## src/rtl/csg_params.svh

```systemverilog
`ifndef CSG_PARAMS_SVH
`define CSG_PARAMS_SVH

// ============================================================
// Widths
`define CSG_DW        8
`define CSG_AW        2
`define CSG_NPEND     2

// ============================================================
// Register indices on the access port
`define CSG_REG_CTRL  2'h0
`define CSG_REG_EVF   2'h1
`define CSG_REG_CFG   2'h2
`define CSG_REG_CNT   2'h3

// ============================================================
// Pending-crossing flag positions and reset values
`define CSG_PEND_CFG  0
`define CSG_PEND_CNT  1
`define CSG_RST_BYTE  8'h00
`define CSG_RST_PEND  2'h0
`define CSG_ONE_BIT   1'h1

`endif

```

## src/rtl/csg_pkg.sv

```systemverilog
package csg_pkg;
    // Bus-side access sequencer states
    typedef enum logic [1:0] {
        CSG_IDLE,
        CSG_EXEC,
        CSG_RDWAIT
    } csg_state_t;
endpackage

```

## src/rtl/csg_top.sv

```systemverilog
// How it works
// Core register writes cross via a synchronizer before taking effect.
// Bus-side registers read and write directly, no crossing delay.
// Counter register reads cross from the core domain before returning.
// Crossing always happens, even with core and bus on one clock.
// Each synchronized register has its own synchronizer and pending flag.
// Read and write crossings of the counter share one pending flag.
// Writes may be guarded; the event flag register is never guarded.
// Debugger writes bypass the write guard.
// Secure peripheral: non-secure access ignored, reads zero, error raised.
// Pending flag sets on issue and clears once transfer completes.
`include "csg_params.svh"
`timescale 1ns/1ns
`default_nettype none
module csg_top (
    input  wire logic                  clk_sys_i,
    input  wire logic                  srst_i,
    input  wire logic                  acc_req_i,
    input  wire logic                  acc_write_i,
    input  wire logic [`CSG_AW-1:0]    acc_addr_i,
    input  wire logic [`CSG_DW-1:0]    acc_wdata_i,
    input  wire logic                  acc_debug_i,
    input  wire logic                  acc_secure_i,
    input  wire logic                  periph_secure_i,
    input  wire logic                  guard_on_i,
    input  wire logic [`CSG_DW-1:0]    core_event_i,
    input  wire logic                  core_count_en_i,
    output logic                       acc_ack_o,
    output logic [`CSG_DW-1:0]         acc_rdata_o,
    output logic                       guard_err_o,
    output logic [`CSG_NPEND-1:0]      crossing_pending_flags_o,
    output logic [`CSG_DW-1:0]         bus_ctrl_o,
    output logic [`CSG_DW-1:0]         event_flags_o,
    output logic [`CSG_DW-1:0]         core_cfg_o,
    output logic [`CSG_DW-1:0]         core_count_o
);
    csg_pkg::csg_state_t       state_r, state_nxt;
    logic                      lat_wr_r, lat_wr_nxt;
    logic [`CSG_AW-1:0]        lat_addr_r, lat_addr_nxt;
    logic [`CSG_DW-1:0]        lat_data_r, lat_data_nxt;
    logic                      lat_blk_r, lat_blk_nxt;
    logic                      lat_grd_r, lat_grd_nxt;
    logic                      lat_dbg_r, lat_dbg_nxt;
    logic                      ack_r, ack_nxt;
    logic                      err_r, err_nxt;
    logic [`CSG_DW-1:0]        rdata_r, rdata_nxt;
    logic [`CSG_DW-1:0]        ctrl_r, ctrl_nxt;
    logic [`CSG_DW-1:0]        evf_r, evf_nxt;
    logic [`CSG_DW-1:0]        shadow_r, shadow_nxt;
    logic [`CSG_NPEND-1:0]     pend_r, pend_nxt;
    logic [`CSG_DW-1:0]        core_cfg_r, core_cfg_nxt;
    logic [`CSG_DW-1:0]        core_cnt_r, core_cnt_nxt;
    logic                      cfg_start, cnt_start, rq_start;
    logic                      cfg_busy, cnt_busy, rq_busy, bk_busy;
    logic                      cfg_valid, cnt_valid, rq_valid, bk_valid;
    logic [`CSG_DW-1:0]        cfg_data, cnt_data, bk_data;
    logic                      guarded;

    // ============================================================
    // Crossings: one synchronizer for the configuration write, three for the counter (write, read request, read return)
    // Unconditional crossing, even on a shared clock
    csg_xfer #(.W(`CSG_DW)) u_cfg_wr (
        .clk_sys_i (clk_sys_i), .srst_i (srst_i), .start_i (cfg_start), .data_i (shadow_nxt),
        .busy_o (cfg_busy), .valid_o (cfg_valid), .data_o (cfg_data));
    csg_xfer #(.W(`CSG_DW)) u_cnt_wr (
        .clk_sys_i (clk_sys_i), .srst_i (srst_i), .start_i (cnt_start), .data_i (lat_data_r),
        .busy_o (cnt_busy), .valid_o (cnt_valid), .data_o (cnt_data));
    csg_xfer #(.W(1)) u_cnt_rq (
        .clk_sys_i (clk_sys_i), .srst_i (srst_i), .start_i (rq_start), .data_i (`CSG_ONE_BIT),
        .busy_o (rq_busy), .valid_o (rq_valid), .data_o ());
    // Core answers a read request by sending its counter back
    csg_xfer #(.W(`CSG_DW)) u_cnt_bk (
        .clk_sys_i (clk_sys_i), .srst_i (srst_i), .start_i (rq_valid), .data_i (core_cnt_r),
        .busy_o (bk_busy), .valid_o (bk_valid), .data_o (bk_data));

    // ============================================================
    // Bus-side access sequencer
    always_comb begin
        state_nxt    = state_r;
        lat_wr_nxt   = lat_wr_r;
        lat_addr_nxt = lat_addr_r;
        lat_data_nxt = lat_data_r;
        lat_blk_nxt  = lat_blk_r;
        lat_grd_nxt  = lat_grd_r;
        lat_dbg_nxt  = lat_dbg_r;
        ack_nxt      = 1'h0;
        err_nxt      = 1'h0;
        rdata_nxt    = rdata_r;
        ctrl_nxt     = ctrl_r;
        evf_nxt      = evf_r;
        shadow_nxt   = shadow_r;
        cfg_start    = 1'h0;
        cnt_start    = 1'h0;
        rq_start     = 1'h0;
        // Guard spares the event flag register
        guarded = lat_wr_r && lat_grd_r && (lat_addr_r != `CSG_REG_EVF);
        case (state_r)
            csg_pkg::CSG_IDLE: begin
                // Attributes are caught with the request so they cannot shift mid-access
                if (acc_req_i) begin
                    lat_wr_nxt   = acc_write_i;
                    lat_addr_nxt = acc_addr_i;
                    lat_data_nxt = acc_wdata_i;
                    lat_blk_nxt  = periph_secure_i && !acc_secure_i;
                    lat_grd_nxt  = guard_on_i;
                    lat_dbg_nxt  = acc_debug_i;
                    state_nxt    = csg_pkg::CSG_EXEC;
                end
            end
            csg_pkg::CSG_EXEC: begin
                // Discard non-secure access to a secure peripheral
                if (lat_blk_r) begin
                    ack_nxt   = 1'h1;
                    err_nxt   = 1'h1;
                    rdata_nxt = `CSG_RST_BYTE;
                    state_nxt = csg_pkg::CSG_IDLE;
                // Debugger writes skip the guard
                end else if (guarded && !lat_dbg_r) begin
                    ack_nxt   = 1'h1;
                    err_nxt   = 1'h1;
                    state_nxt = csg_pkg::CSG_IDLE;
                end else begin
                    case (lat_addr_r)
                        // Bus-side registers answer at once
                        `CSG_REG_CTRL: begin
                            if (lat_wr_r) begin
                                ctrl_nxt = lat_data_r;
                            end else begin
                                rdata_nxt = ctrl_r;
                            end
                            ack_nxt   = 1'h1;
                            state_nxt = csg_pkg::CSG_IDLE;
                        end
                        `CSG_REG_EVF: begin
                            if (lat_wr_r) begin
                                evf_nxt = evf_r & ~lat_data_r;
                            end else begin
                                rdata_nxt = evf_r;
                            end
                            ack_nxt   = 1'h1;
                            state_nxt = csg_pkg::CSG_IDLE;
                        end
                        // Configuration write is posted through its synchronizer
                        `CSG_REG_CFG: begin
                            if (!lat_wr_r) begin
                                rdata_nxt = shadow_r;
                                ack_nxt   = 1'h1;
                                state_nxt = csg_pkg::CSG_IDLE;
                            end else if (!cfg_busy) begin
                                shadow_nxt = lat_data_r;
                                cfg_start  = 1'h1;
                                ack_nxt    = 1'h1;
                                state_nxt  = csg_pkg::CSG_IDLE;
                            end
                        end
                        default: begin
                            // Counter write waits for its own synchronizer
                            if (lat_wr_r) begin
                                if (!cnt_busy) begin
                                    cnt_start = 1'h1;
                                    ack_nxt   = 1'h1;
                                    state_nxt = csg_pkg::CSG_IDLE;
                                end
                            // Counter read goes through the core domain
                            end else if (!rq_busy && !bk_busy) begin
                                rq_start  = 1'h1;
                                state_nxt = csg_pkg::CSG_RDWAIT;
                            end
                        end
                    endcase
                end
            end
            csg_pkg::CSG_RDWAIT: begin
                if (bk_valid) begin
                    rdata_nxt = bk_data;
                    ack_nxt   = 1'h1;
                    state_nxt = csg_pkg::CSG_IDLE;
                end
            end
            default: begin
                state_nxt = csg_pkg::CSG_IDLE;
            end
        endcase
        // A core event in the clearing cycle survives the clear
        evf_nxt = evf_nxt | core_event_i;
        // One pending flag per synchronized register
        // Counter read and write share one flag
        // Flags follow synchronizer busy, set at issue, clear at return
        pend_nxt = `CSG_RST_PEND;
        pend_nxt[`CSG_PEND_CFG] = cfg_busy;
        pend_nxt[`CSG_PEND_CNT] = cnt_busy || rq_busy || bk_busy || (state_r == csg_pkg::CSG_RDWAIT);
    end

    // ============================================================
    // Core-domain registers, loaded by synchronizer output; the counter also counts up on core_count_en_i
    always_comb begin
        core_cfg_nxt = cfg_valid ? cfg_data : core_cfg_r;
        core_cnt_nxt = core_cnt_r;
        if (cnt_valid) begin
            core_cnt_nxt = cnt_data;
        end else if (core_count_en_i) begin
            core_cnt_nxt = core_cnt_r + `CSG_DW'(1);
        end
    end

    // ============================================================
    // State registers
    always_ff @(posedge clk_sys_i) begin
        if (srst_i) begin
            state_r    <= csg_pkg::CSG_IDLE;
            lat_wr_r   <= 1'h0;
            lat_addr_r <= `CSG_REG_CTRL;
            lat_data_r <= `CSG_RST_BYTE;
            lat_blk_r  <= 1'h0;
            lat_grd_r  <= 1'h0;
            lat_dbg_r  <= 1'h0;
            ack_r      <= 1'h0;
            err_r      <= 1'h0;
            rdata_r    <= `CSG_RST_BYTE;
            ctrl_r     <= `CSG_RST_BYTE;
            evf_r      <= `CSG_RST_BYTE;
            shadow_r   <= `CSG_RST_BYTE;
            pend_r     <= `CSG_RST_PEND;
            core_cfg_r <= `CSG_RST_BYTE;
            core_cnt_r <= `CSG_RST_BYTE;
        end else begin
            state_r    <= state_nxt;
            lat_wr_r   <= lat_wr_nxt;
            lat_addr_r <= lat_addr_nxt;
            lat_data_r <= lat_data_nxt;
            lat_blk_r  <= lat_blk_nxt;
            lat_grd_r  <= lat_grd_nxt;
            lat_dbg_r  <= lat_dbg_nxt;
            ack_r      <= ack_nxt;
            err_r      <= err_nxt;
            rdata_r    <= rdata_nxt;
            ctrl_r     <= ctrl_nxt;
            evf_r      <= evf_nxt;
            shadow_r   <= shadow_nxt;
            pend_r     <= pend_nxt;
            core_cfg_r <= core_cfg_nxt;
            core_cnt_r <= core_cnt_nxt;
        end
    end

    assign acc_ack_o                = ack_r;
    assign acc_rdata_o              = rdata_r;
    assign guard_err_o              = err_r;
    assign crossing_pending_flags_o = pend_r;
    assign bus_ctrl_o               = ctrl_r;
    assign event_flags_o            = evf_r;
    assign core_cfg_o               = core_cfg_r;
    assign core_count_o             = core_cnt_r;
endmodule // csg_top
`default_nettype wire

```

## src/rtl/csg_xfer.sv

```systemverilog
`timescale 1ns/1ns
`default_nettype none
// Toggle handshake crossing: one word at a time, busy until the ack returns
module csg_xfer #(
    parameter int W = 8
) (
    input  wire logic         clk_sys_i,
    input  wire logic         srst_i,
    input  wire logic         start_i,
    input  wire logic [W-1:0] data_i,
    output logic              busy_o,
    output logic              valid_o,
    output logic [W-1:0]      data_o
);
    logic         req_tgl_r, req_tgl_nxt;
    logic [W-1:0] hold_r, hold_nxt;
    logic         req_s1_r, req_s2_r, req_s3_r;
    logic         ack_s1_r, ack_s2_r;
    logic         valid_r, valid_nxt;
    logic [W-1:0] out_r, out_nxt;

    // ============================================================
    // Next state: source toggles, destination captures on toggle edge
    always_comb begin
        req_tgl_nxt = req_tgl_r;
        hold_nxt    = hold_r;
        if (start_i && !busy_o) begin
            req_tgl_nxt = ~req_tgl_r;
            hold_nxt    = data_i;
        end
        // Held word is stable for three cycles before capture, so no tearing
        valid_nxt = req_s2_r ^ req_s3_r;
        out_nxt   = valid_nxt ? hold_r : out_r;
    end

    // ============================================================
    // Registers; req_s1_r and ack_s1_r feed only their second stage
    always_ff @(posedge clk_sys_i) begin
        if (srst_i) begin
            req_tgl_r <= 1'h0;
            hold_r    <= '0;
            req_s1_r  <= 1'h0;
            req_s2_r  <= 1'h0;
            req_s3_r  <= 1'h0;
            ack_s1_r  <= 1'h0;
            ack_s2_r  <= 1'h0;
            valid_r   <= 1'h0;
            out_r     <= '0;
        end else begin
            req_tgl_r <= req_tgl_nxt;
            hold_r    <= hold_nxt;
            req_s1_r  <= req_tgl_r;
            req_s2_r  <= req_s1_r;
            req_s3_r  <= req_s2_r;
            ack_s1_r  <= req_s3_r;
            ack_s2_r  <= ack_s1_r;
            valid_r   <= valid_nxt;
            out_r     <= out_nxt;
        end
    end

    assign busy_o  = req_tgl_r ^ ack_s2_r;
    assign valid_o = valid_r;
    assign data_o  = out_r;
endmodule // csg_xfer
`default_nettype wire

```

## config.mk

```make
export PLATFORM = sky130hd
export DESIGN_NAME = csg_top
export DESIGN_NICKNAME = d
export VERILOG_FILES = /design/src/rtl/csg_pkg.sv /design/src/rtl/csg_top.sv /design/src/rtl/csg_xfer.sv
export VERILOG_INCLUDE_DIRS = /design/src /design/src/rtl
export SDC_FILE = /design/constraint.sdc
export NUM_CORES = 1
export LEC_CHECK = 0
export ABC_CLOCK_PERIOD_IN_PS = 3900
export BUFFER_PORTS_ARGS = -buffer_cell sky130_fd_sc_hd__buf_2
export CORE_MARGIN = 5
export CORE_UTILIZATION = 40
export CTS_CLUSTER_DIAMETER = 80
export CTS_CLUSTER_SIZE = 8
export DETAILED_ROUTE_END_ITERATION = 7
export HOLD_SLACK_MARGIN = 0.02
export PLACE_DENSITY_LB_ADDON = 0.1
export SETUP_SLACK_MARGIN = 0.2
export SLEW_MARGIN = 0
export SYNTH_ARGS = -nofsm -noshare
export SYNTH_HDL_FRONTEND = slang
export SYNTH_SLANG_ARGS = --single-unit
```

## constraint.sdc

```tcl
create_clock -name clk_sys_i -period 3.9 [get_ports clk_sys_i]
set_input_delay 0.39 -clock clk_sys_i [delete_from_list [all_inputs] [get_ports clk_sys_i]]
set_output_delay 0.39 -clock clk_sys_i [all_outputs]
set_load 0.02 [all_outputs]
```

* After elaboration in Yosys (flattened, before gate mapping)
Cells that the tools add are included.
** Operators by class
- Add/sub/neg operators :: 1
- Equal/unequal tests :: 15
- Muxes and demuxes :: 58
- Bitwise logic cells :: 18
- Reduce and logical (&&, ||, !) cells :: 29
** Operators with widths (count)
- $mux 8 :: 19
- $mux 1 :: 24
- $pmux 8 s3 :: 1
- $mux 2 :: 9
- $pmux 8 s2 :: 1
- $ne 7x7->1 const B :: 2
- $ne 4x4->1 const B :: 3
- $reduce_and 5->1 :: 2
- $logic_and 1x1->1 :: 9
- $add 8x1->8 const B :: 1
- $and 8x8->8 :: 1
- $not 8->8 :: 1
- $or 8x8->8 :: 1
- $xor 1x1->1 :: 8
- $not 1->1 :: 7
- $reduce_and 7->1 :: 1
- $logic_not 1->1 :: 6
- $ne 6x6->1 const B :: 1
- $pmux 2 s3 :: 1
- $ne 5x5->1 const B :: 1
- $eq 2x1->1 const B :: 2
- $eq 2x2->1 const B :: 2
- $logic_not 2->1 :: 2
- $ne 2x1->1 const B :: 2
- other kinds (9) :: 14
** Word-level totals
- Register bits after elaboration :: 144
- Input bits :: 27
- Logic and storage cells :: 171

* Longest topological paths before layout
Gate-level depths: netlist of the first run.
- Depth in word-level cells :: 10
- Depth in mapped cells :: 8
- Depth with buffers taken out :: 7

* Modules after synthesis
From an unflattened synthesis of the first run, not the netlist that was laid out.
** Second synthesis, totals
- Cell total of the unflattened synthesis :: 646
- Area total of the unflattened synthesis :: 5720.5 um2
** Modules (own cells, without submodules)
- csg_top :: times used 1, cells an instance 358, area an instance 3039.2 um2, sequential area each 1361.3 um2
- csg_xfer (u_cfg_wr ...) :: times used 3, cells an instance 87, area an instance 798.3 um2, sequential area each 460.4 um2
- csg_xfer (u_cnt_rq) :: times used 1, cells an instance 27, area an instance 286.5 um2, sequential area each 180.2 um2

* Worst setup path before layout of the first run
Ideal clock, no wire load.
- Kind :: register to register
- From :: register lat_addr_r[0]
- To :: register rdata_r[1] (netlist: acc_rdata_o[1])
- Data arrival time :: 1611 ps
- Required time :: 3768 ps
- Setup slack :: 2157 ps
- Stages on the path, launching flop included :: 8
- Buffers on the path :: 2
- Path through :: dfxtp_1 -> inv_1 -> ha_1 -> clkbuf_1 -> clkbuf_1 -> a21oi_1 -> a221oi_1 -> nor3_1
** On the way
- Longest elaborated chain between the ends :: 5
** Ends and longest elaborated chain
- start, declared :: RTL line csg_top.sv:39 : logic [`CSG_AW-1:0] lat_addr_r, lat_addr_nxt;
- start signal, assigned :: RTL line csg_top.sv:212 : lat_addr_r <= `CSG_REG_CTRL;
- start signal, assigned :: RTL line csg_top.sv:229 : lat_addr_r <= lat_addr_nxt;
- $eq 2x2->1, or another cell as far along :: RTL line csg_top.sv:123 : case (lat_addr_r)
- $pmux 8 s3 / $logic_and 1x1->1 (equally long branches) :: RTL line csg_top.sv:123, csg_top.sv:96
- $mux 8 / $logic_and 1x1->1 (equally long branches) :: RTL line csg_top.sv:118 : end else if (guarded && !lat_dbg_r) begin
- $mux 8 / $ne 3x3->1 (equally long branches)
- $pmux 8 s2 / $reduce_and 7->1 (equally long branches)
- end signal, assigned :: RTL line csg_top.sv:219 : rdata_r <= `CSG_RST_BYTE;
- end signal, assigned :: RTL line csg_top.sv:236 : rdata_r <= rdata_nxt;
- end, declared :: RTL line csg_top.sv:46 : logic [`CSG_DW-1:0] rdata_r, rdata_nxt;
Several ways; a longest one is shown, not always the timed one. The select of a mux whose other input is x is not followed.
A chain may end at the register's enable or synchronous reset.

* Final worst setup path of the first run
- From :: register lat_addr_r[1]
- To :: register u_cnt_wr.hold_r[1]
** On the way
- Longest elaborated chain between the ends :: 7
** Ends and longest elaborated chain
- $eq 2x2->1, or another cell as far along :: RTL line csg_top.sv:123
- $reduce_or 3->1 (no source line) / $logic_and 1x1->1 (equally long branches)
- $mux 1 / $logic_and 1x1->1 (equally long branches) :: RTL line csg_top.sv:123, csg_top.sv:118
- $mux 1 * :: RTL line csg_top.sv:118
- $mux 1 * :: RTL line csg_top.sv:112 : if (lat_blk_r) begin
- $mux 1 * :: RTL line csg_top.sv:97 : case (state_r)
- $logic_and 1x1->1 * :: RTL line csg_xfer.sv:27 : if (start_i && !busy_o) begin
- end signal, assigned :: RTL line csg_xfer.sv:51 : hold_r <= hold_nxt;
- end, declared :: RTL line csg_xfer.sv:16 : logic [W-1:0] hold_r, hold_nxt;
Every way passes the cells marked *; elsewhere a longest branch is shown, timed or not.

==> run_results.csv, run 1 <==
group,metric,value,unit
timing,hold_viol_final,0,
clocking,cts_resized,0,
synthesis,syn_avg_cell_area,8.742,µm²
status,status,"finished, final reports clean",
synthesis,syn-instance-count,622,
floorplanning,rows,42,
clocking,h-tree-depth,4,
synthesis,synth_top_area_share,53.01,%
synthesis,synth_area,5438,µm²
final_layout,layout_commonest_cell,"dfxtp_1",
critical_path,cp-start-kind,"flop",
power,p_leak,2.652,nW
hold_path,hold_path_depth,3,
critical_path,rr_endpoint,"u_cnt_wr.hold_r[1]",
clocking,hold_buffers,0,
timing,worstMarginPinSlew,892.1,ps
clocking,clock-sinks,144,
global_route,first_global_vias,4095,
critical_path,r2r_start,"lat_addr_r[1]",
timing,setup_viol,0,
placement,io_buffer_count,70,
synthesis,async_reset_ff_share,0,%
floorplanning,core,13300,µm²
synthesis,synth_cell_types,38,
global_route,grt_pass1_wl,21120,µm
placement,hpwlAfterDp,9224,µm
critical_path,r2r_cells,7,
timing,finalSetupTns,0,ps
timing,period_needed,2342,ps
route,wire_per_inst,15.11,µm
route,ant_nets,0,
timing,period_share,60.04,%
timing,maxSlewViolCount,0,
placement,gp_congestion,0.8271,
route,vias,4296,
critical_path,end_kind,"flop",
clocking,cts_buffers,17,
global_route,grt_overflow,0,
global_route,grt_max_degree,87,
critical_path,required,4190,ps
global_route,track_usage,16.50,%
route,drt_iter0_markers,290,
final_layout,drive_above_1_share,15.34,%
hold_path,holdPathEnd,"event_flags_o[7]",
power,powerDensity,524.8,nW/µm²
timing,rsz0062_at_grt,"false",
floorplanning,die_w,126.6,µm
final_layout,final_nets,715,
floorplanning,die_h,126.6,µm
global_route,grt_antenna_before_repair,0,
synthesis,synth_warnings,0,
critical_path,crit_path_max_fanout,14,
final_layout,syn2layout_area_growth,18.84,%
critical_path,critical_path_class,"reg -> reg",
floorplanning,start_util,40.90,%
route,detail_route.vias_per_cell,4.955,
route,drc,0,
critical_path,crit_arrival,2630,ps
critical_path,path_cells,"inv_1, ha_1, nor3b_1, and3b_4, nand3_1, mux2i_1, nor2_1",
route,wirelength,13100,µm
synthesis,syn-num-nets,658,
job,drv_cap,0,
timing,max_freq,427.0,MHz
clocking,cts_max_path_buffers,2,
final_layout,mostFrequentLayoutCells,"dfxtp_1 (144), nand2_1 (126), a21oi_1 (87)",
hold_path,hold_class,"in -> reg",
route,dr.pass1.iters,4,
synthesis,ys_ff_latch,144,
clocking,insertion_delay,420,ps
floorplanning,fp.dieArea,16030,µm²
placement,place_area,5876,µm²
power,vdd_drop_max,322.0,µV
clocking,path_clk_slew,60,ps
synthesis,synthFlopType,"dfxtp_1",
clocking,post_cts.repair.setup_buffers,0,
synthesis,synth_edf_count,0,
synthesis,synth-seq-area-share,53.01,%
critical_path,max_stage_delay,440,ps
hold_path,hp-start,"core_event_i[7]",
critical_path,slowest_stage,"nand3_1",
critical_path,r2r_setup_slack,1560,ps
final_layout,postLayoutCellArea,6462,µm²
synthesis,synth_top_area_cell,"dfxtp_1",
timing,clock_skew,9.521,ps
synthesis,synthTopCellsByArea,"dfxtp_1 (53%), nand2_1 (8.7%), a21oi_1 (8.0%)",
clocking,cts_root_buf,"clkbuf_16",
final_layout,antenna-diode-count,0,
floorplanning,io_pins,71,
timing,relSlewSlack,40.53,%
clocking,cts_tree,"done",
-- metrics by stage --
step	setup slack (ps)	std cells	util [%]	power, mW	hold WS [ps]
2_1_floorplan	2157	622	-	1.729	413.8
3_3_place_gp	1719	836	44.19	1.807	418.8
3_5_place_dp	1554	836	44.19	1.813	427.0
4_1_cts	1541	867	48.61	3.422	173.3
5_1_grt	1320	867	48.61	3.526	174.7
6_report	1558	867	48.61	3.391	181.7
-- how the worst max path moves through the flow --
stage                        startpoint                 end  slack [ps]  cells after the start
after floorplan           lat_addr_r[0]      acc_rdata_o[1]        2160                      7
after global placement    lat_addr_r[1]  u_cnt_wr.hold_r[7]        1720                      7
after detailed placement  lat_addr_r[1]  u_cnt_wr.hold_r[1]        1550                      7
after CTS                 lat_addr_r[1]  u_cnt_wr.hold_r[1]        1540                      7
after global routing      lat_addr_r[1]  u_cnt_wr.hold_r[1]        1320                      7
final                     lat_addr_r[1]  u_cnt_wr.hold_r[1]        1560                      7
-- cells in the mapped netlist, drive strengths merged, types with 2 or more instances --
library cell	number
nand3	16
ha	9
nand4	2
xnor2	6
nor2	73
nand3b	2
a221oi	8
o2111ai	2
and3	2
buf	9
mux2i	28
a22oi	8
nand2b	4
nand2	127
nor3b	3
nor3	9
o211a	2
inv	9
a21oi	87
o21ai	2
a211oi	3
xor2	14
clkbuf	25
nor2b	20
dfxtp	144
-- metal layers --
| metal | track usage (%) | part of all wire, % | wire [µm] |
|---|---|---|---|
| met3 | 3.909 | 4.2 | 550 |
| met4 | 5.931 | 1.3 | 167 |
| met2 | 25.56 | 46 | 5977 |
| met5 | 0 | 0 | 0 |
| met1 | 22.49 | 49 | 6402 |
-- registers in the layout, indices dropped and copies added (netlist names), 2 cells and up --
name                      count
u_cfg_wr.data_o               8
bus_ctrl_o                    8
u_cnt_wr.data_o               8
core_cfg_o                    8
state_r                       2
u_cfg_wr.hold_r               8
u_cnt_bk.data_o               8
u_cnt_bk.hold_r               8
acc_rdata_o                   8
lat_data_r                    8
event_flags_o                 8
crossing_pending_flags_o      2
lat_addr_r                    2
core_count_o                  8
shadow_r                      8
u_cnt_wr.hold_r               8
-- area by class of cell --
type	instances	area, µm²
flip-flops and latches	144	2883
clock buffers	20	446.7
fillers	1310	6833
clock inverters	11	140.1
repair buffers	72	367.9
inverters	9	33.78
well taps	176	220.2
multi-input cells	435	2371
-- cells by family (layout without fill, tap and decap cells) --
logic type	count (synthesis)	in the layout	synth area share, %
muxes	28	28	5.154
adders and majority gates	9	9	2.071
and+or+nand+nor	263	263	20.94
DFF	144	144	53.01
AOI/OAI and AO/OA	115	115	12.08
buffers and inverters	43	112	3.382
xor gates and xnor gates	20	20	3.359
-- power breakdown --
group          switching (mW)  internal (mW)
Combinational           0.155         0.0810
Clock                   0.595           1.01
Sequential             0.0396           1.51
-- worst max-delay path: cells and delay by family (launching register included) --
| family | cells | cell delay [ps] |
|---|---|---|
| adders and majority gates | 1 | 400 |
| DFF | 1 | 350 |
| and+or+nand+nor | 4 | 1050 |
| buffers and inverters | 1 | 100 |
| muxes | 1 | 310 |
Note: power is estimated with default switching activity, not from simulation.
==> inputs of run 2 (changes only) <==
--- a/config.mk
+++ b/config.mk
@@ -6,7 +6,8 @@
 export SDC_FILE = /design/constraint.sdc
 export NUM_CORES = 1
 export LEC_CHECK = 0
-export ABC_CLOCK_PERIOD_IN_PS = 3900
+export ABC_AREA = 1
+export ABC_CLOCK_PERIOD_IN_PS = 2060
 export BUFFER_PORTS_ARGS = -buffer_cell sky130_fd_sc_hd__buf_2
 export CORE_MARGIN = 5
 export CORE_UTILIZATION = 40
==> constraint.sdc (replaced) <==
create_clock -name clk_sys_i -period 2.06 [get_ports clk_sys_i]
set_input_delay 0.206 -clock clk_sys_i [delete_from_list [all_inputs] [get_ports clk_sys_i]]
set_output_delay 0.206 -clock clk_sys_i [all_outputs]
set_load 0.02 [all_outputs]
==> run 2 against run 1 <==
  * Global-route usage up 0.55 points
  * Non-clock buffer count increased by 15
  * Register-to-register slack got worse by 1200 ps
  * Critical path depth is 3 higher
  * Worst hold slack worse by 140 ps
  * Fmax is 37% higher
  * Count of clock-buffer cells in the layout decreased by 1
==> run_results.csv, run 2 <==
group,metric,value,unit
global_route,track_usage,17.05,%
timing,max_freq,583.6,MHz
synthesis,synthFlopType,"dfxtp_1",
timing,finalSetupTns,0,ps
clocking,insertion_delay,420,ps
clocking,cts_max_path_buffers,2,
critical_path,required,2370,ps
placement,hpwlAfterDp,9521,µm
route,wirelength,13590,µm
final_layout,drive_above_1_share,16.22,%
clocking,clock-sinks,144,
floorplanning,rows,43,
hold_path,hold_class,"in -> reg",
floorplanning,io_pins,71,
route,drt_iter0_markers,345,
critical_path,critical_path_class,"reg -> reg",
synthesis,syn_avg_cell_area,7.676,µm²
placement,io_buffer_count,70,
critical_path,max_stage_delay,360,ps
timing,period_share,83.18,%
route,wire_per_inst,13.59,µm
critical_path,r2r_cells,10,
placement,gp_congestion,0.8633,
synthesis,syn-num-nets,768,
timing,setup_viol,0,
floorplanning,start_util,40.64,%
floorplanning,die_w,128.5,µm
synthesis,synthTopCellsByArea,"dfxtp_1 (51%), nand2_1 (8.1%), o21ai_0 (7.6%)",
timing,worstMarginPinSlew,545.3,ps
final_layout,syn2layout_area_growth,23.18,%
status,status,"finished, final reports clean",
critical_path,critPathMostFrequentCell,"nor2_1",
clocking,path_clk_slew,60,ps
power,netSwitchingPower,2.307,mW
final_layout,layout_commonest_cell,"dfxtp_1",
synthesis,synth_area,5619,µm²
timing,rsz0062_at_grt,"true",
global_route,grt_pass1_wl,22350,µm
timing,period_needed,1713,ps
power,vdd_drop_max,597.8,µV
synthesis,synth_cell_types,31,
critical_path,slowest_stage,"dfxtp_1",
job,drv_cap,0,
timing,maxSlewViolCount,0,
final_layout,mostFrequentLayoutCells,"dfxtp_1 (144), nand2_1 (121), nor2_1 (102)",
floorplanning,core,13830,µm²
route,dr.pass1.iters,5,
route,vias,4734,
final_layout,antenna-diode-count,0,
critical_path,cp_num_buf_inv,2,
global_route,grt_max_degree,51,
power,sw_frac_of_total,28.46,%
synthesis,yosysMostFrequentCell,"dfxtp_1",
synthesis,synth-seq-area-share,51.30,%
clocking,cts_root_buf,"clkbuf_16",
final_layout,final_nets,843,
global_route,first_global_vias,4544,
synthesis,synth_edf_count,0,
power,pwr-share-comb,18.0,%
clocking,cts_tree,"done",
critical_path,crit_arrival,2020,ps
critical_path,crit_path_max_fanout,16,
floorplanning,fp.dieArea,16520,µm²
timing,hold_viol_final,0,
critical_path,path_cells,"inv_1, ha_1, inv_2, nor2_4, nand2_4, nor2_2, nor2_1, nand3_4, nor2_1, nor2_1",
timing,clock_skew,7.682,ps
power,p_leak,3.088,nW
critical_path,path_delay_family,"simple AND/OR/NAND/NOR gates",
power,internal-power,5.799,mW
synthesis,syn-instance-count,732,
synthesis,async_reset_ff_share,0,%
clocking,cts_buffers,17,
route,detail_route.vias_per_cell,4.734,
synthesis,yosys-top-cells-count,"dfxtp_1 (144), nand2_1 (121), nor2_1 (102), inv_1 (89), o21ai_0 (85)",
critical_path,crit_cells,10,
synthesis,synth_top_area_cell,"dfxtp_1",
global_route,grt_antenna_before_repair,0,
placement,place_area,6130,µm²
hold_path,hold_path_depth,3,
power,seqPwrFrac,38.4,%
critical_path,end_kind,"flop",
timing,relSlewSlack,63.65,%
route,ant_nets,0,
power,clkPwrFrac,43.6,%
synthesis,synth_top_area_share,51.30,%
floorplanning,die_h,128.5,µm
global_route,grt_overflow,0,
synthesis,ys_ff_latch,144,
critical_path,cp-start-kind,"flop",
final_layout,postLayoutCellArea,6922,µm²
clocking,h-tree-depth,4,
power,powerDensity,1171,nW/µm²
synthesis,synth_warnings,0,
final_layout,fill_cells,1365,
route,drc,0,
==> run 2: area by class of cell <==
cell class	count	area (µm²)	share of cell area [%]
Clock buffer	19	452.9	6.544
Clock inverter	13	231.5	3.344
Inverter	93	351.6	5.080
Multi-Input combinational cell	464	2245	32.43
Sequential cell	144	2883	41.65
Tap cell	180	225.2	3.254
Timing Repair Buffer	87	533.0	7.701
==> run 2: worst paths after layout <==
check                     from                end  slack [ps]
max                 state_r[1]     acc_rdata_o[7]         350
min            core_event_i[1]   event_flags_o[1]          40
max reg2reg         state_r[1]     acc_rdata_o[7]         350
min reg2reg  u_cfg_wr.ack_s1_r  u_cfg_wr.ack_s2_r         400
==> run 2: cells by family (layout without fill, tap and decap cells) <==
family / count (synthesis) / after routing / synth area share, %
XOR/XNOR: 5 / 5 / 0.7793
buffers and inverters: 124 / 212 / 9.018
AND/OR/NAND/NOR: 260 / 260 / 19.17
flip-flops: 144 / 144 / 51.30
AO/OA/AOI/OAI: 190 / 190 / 17.72
adder cells (fa/ha/maj): 9 / 9 / 2.004
==> run 2: routing by layer <==
metal / vias to the layer above / part of all wire, % / GRT usage, %
met5: - / 0 / 0
met4: 0 / 1.2 / 5.744
met3: 14 / 4.1 / 4.193
met2: 75 / 46 / 27.09
met1: 2150 / 48 / 22.79
li1: 2495 / - / -
==> run 2: timing repair <==
action / 4_1_cts / 5_1_grt
pin swaps: 0 / 1
setup endpoints to repair: 8 / 28
hold buffers: 7 / 0
endpoints found under the hold margin: 7 / 0
setup buffers: 0 / 1
gates resized for setup: 2 / 5
==> run 2: worst min-delay path: stages <==
cell	delay, ps
buf_2	90
inv_1	50
a21oi_1	60
==> run 2: power groups by stage <==
| stage | Combinational (mW) | Sequential [mW] | Clock (mW) |
|---|---|---|---|
| final | 1.46 | 3.12 | 3.53 |
| after global placement | 1.41 | 3.17 | 0 |
| after CTS | 1.46 | 3.12 | 3.59 |
| after floorplan | 0.882 | 3.28 | 0 |
| after global routing | 1.64 | 3.14 | 3.74 |
| after detailed placement | 1.43 | 3.18 | 0 |
==> run 2: per-stage QoR <==
step                      instances  hold WS, ps  util, %  setup slack (ps)  total power [mW]
after global routing           1000        32.08    50.06             172.7             8.524
after CTS                       999        24.86    49.86             207.1             8.168
after detailed placement        960        395.8    44.33             118.3             4.606
after floorplan                 732        340.0        -             492.7             4.162
final                          1000        40.48    50.06             346.6             8.106
after global placement          960        390.9    44.33             178.6             4.580
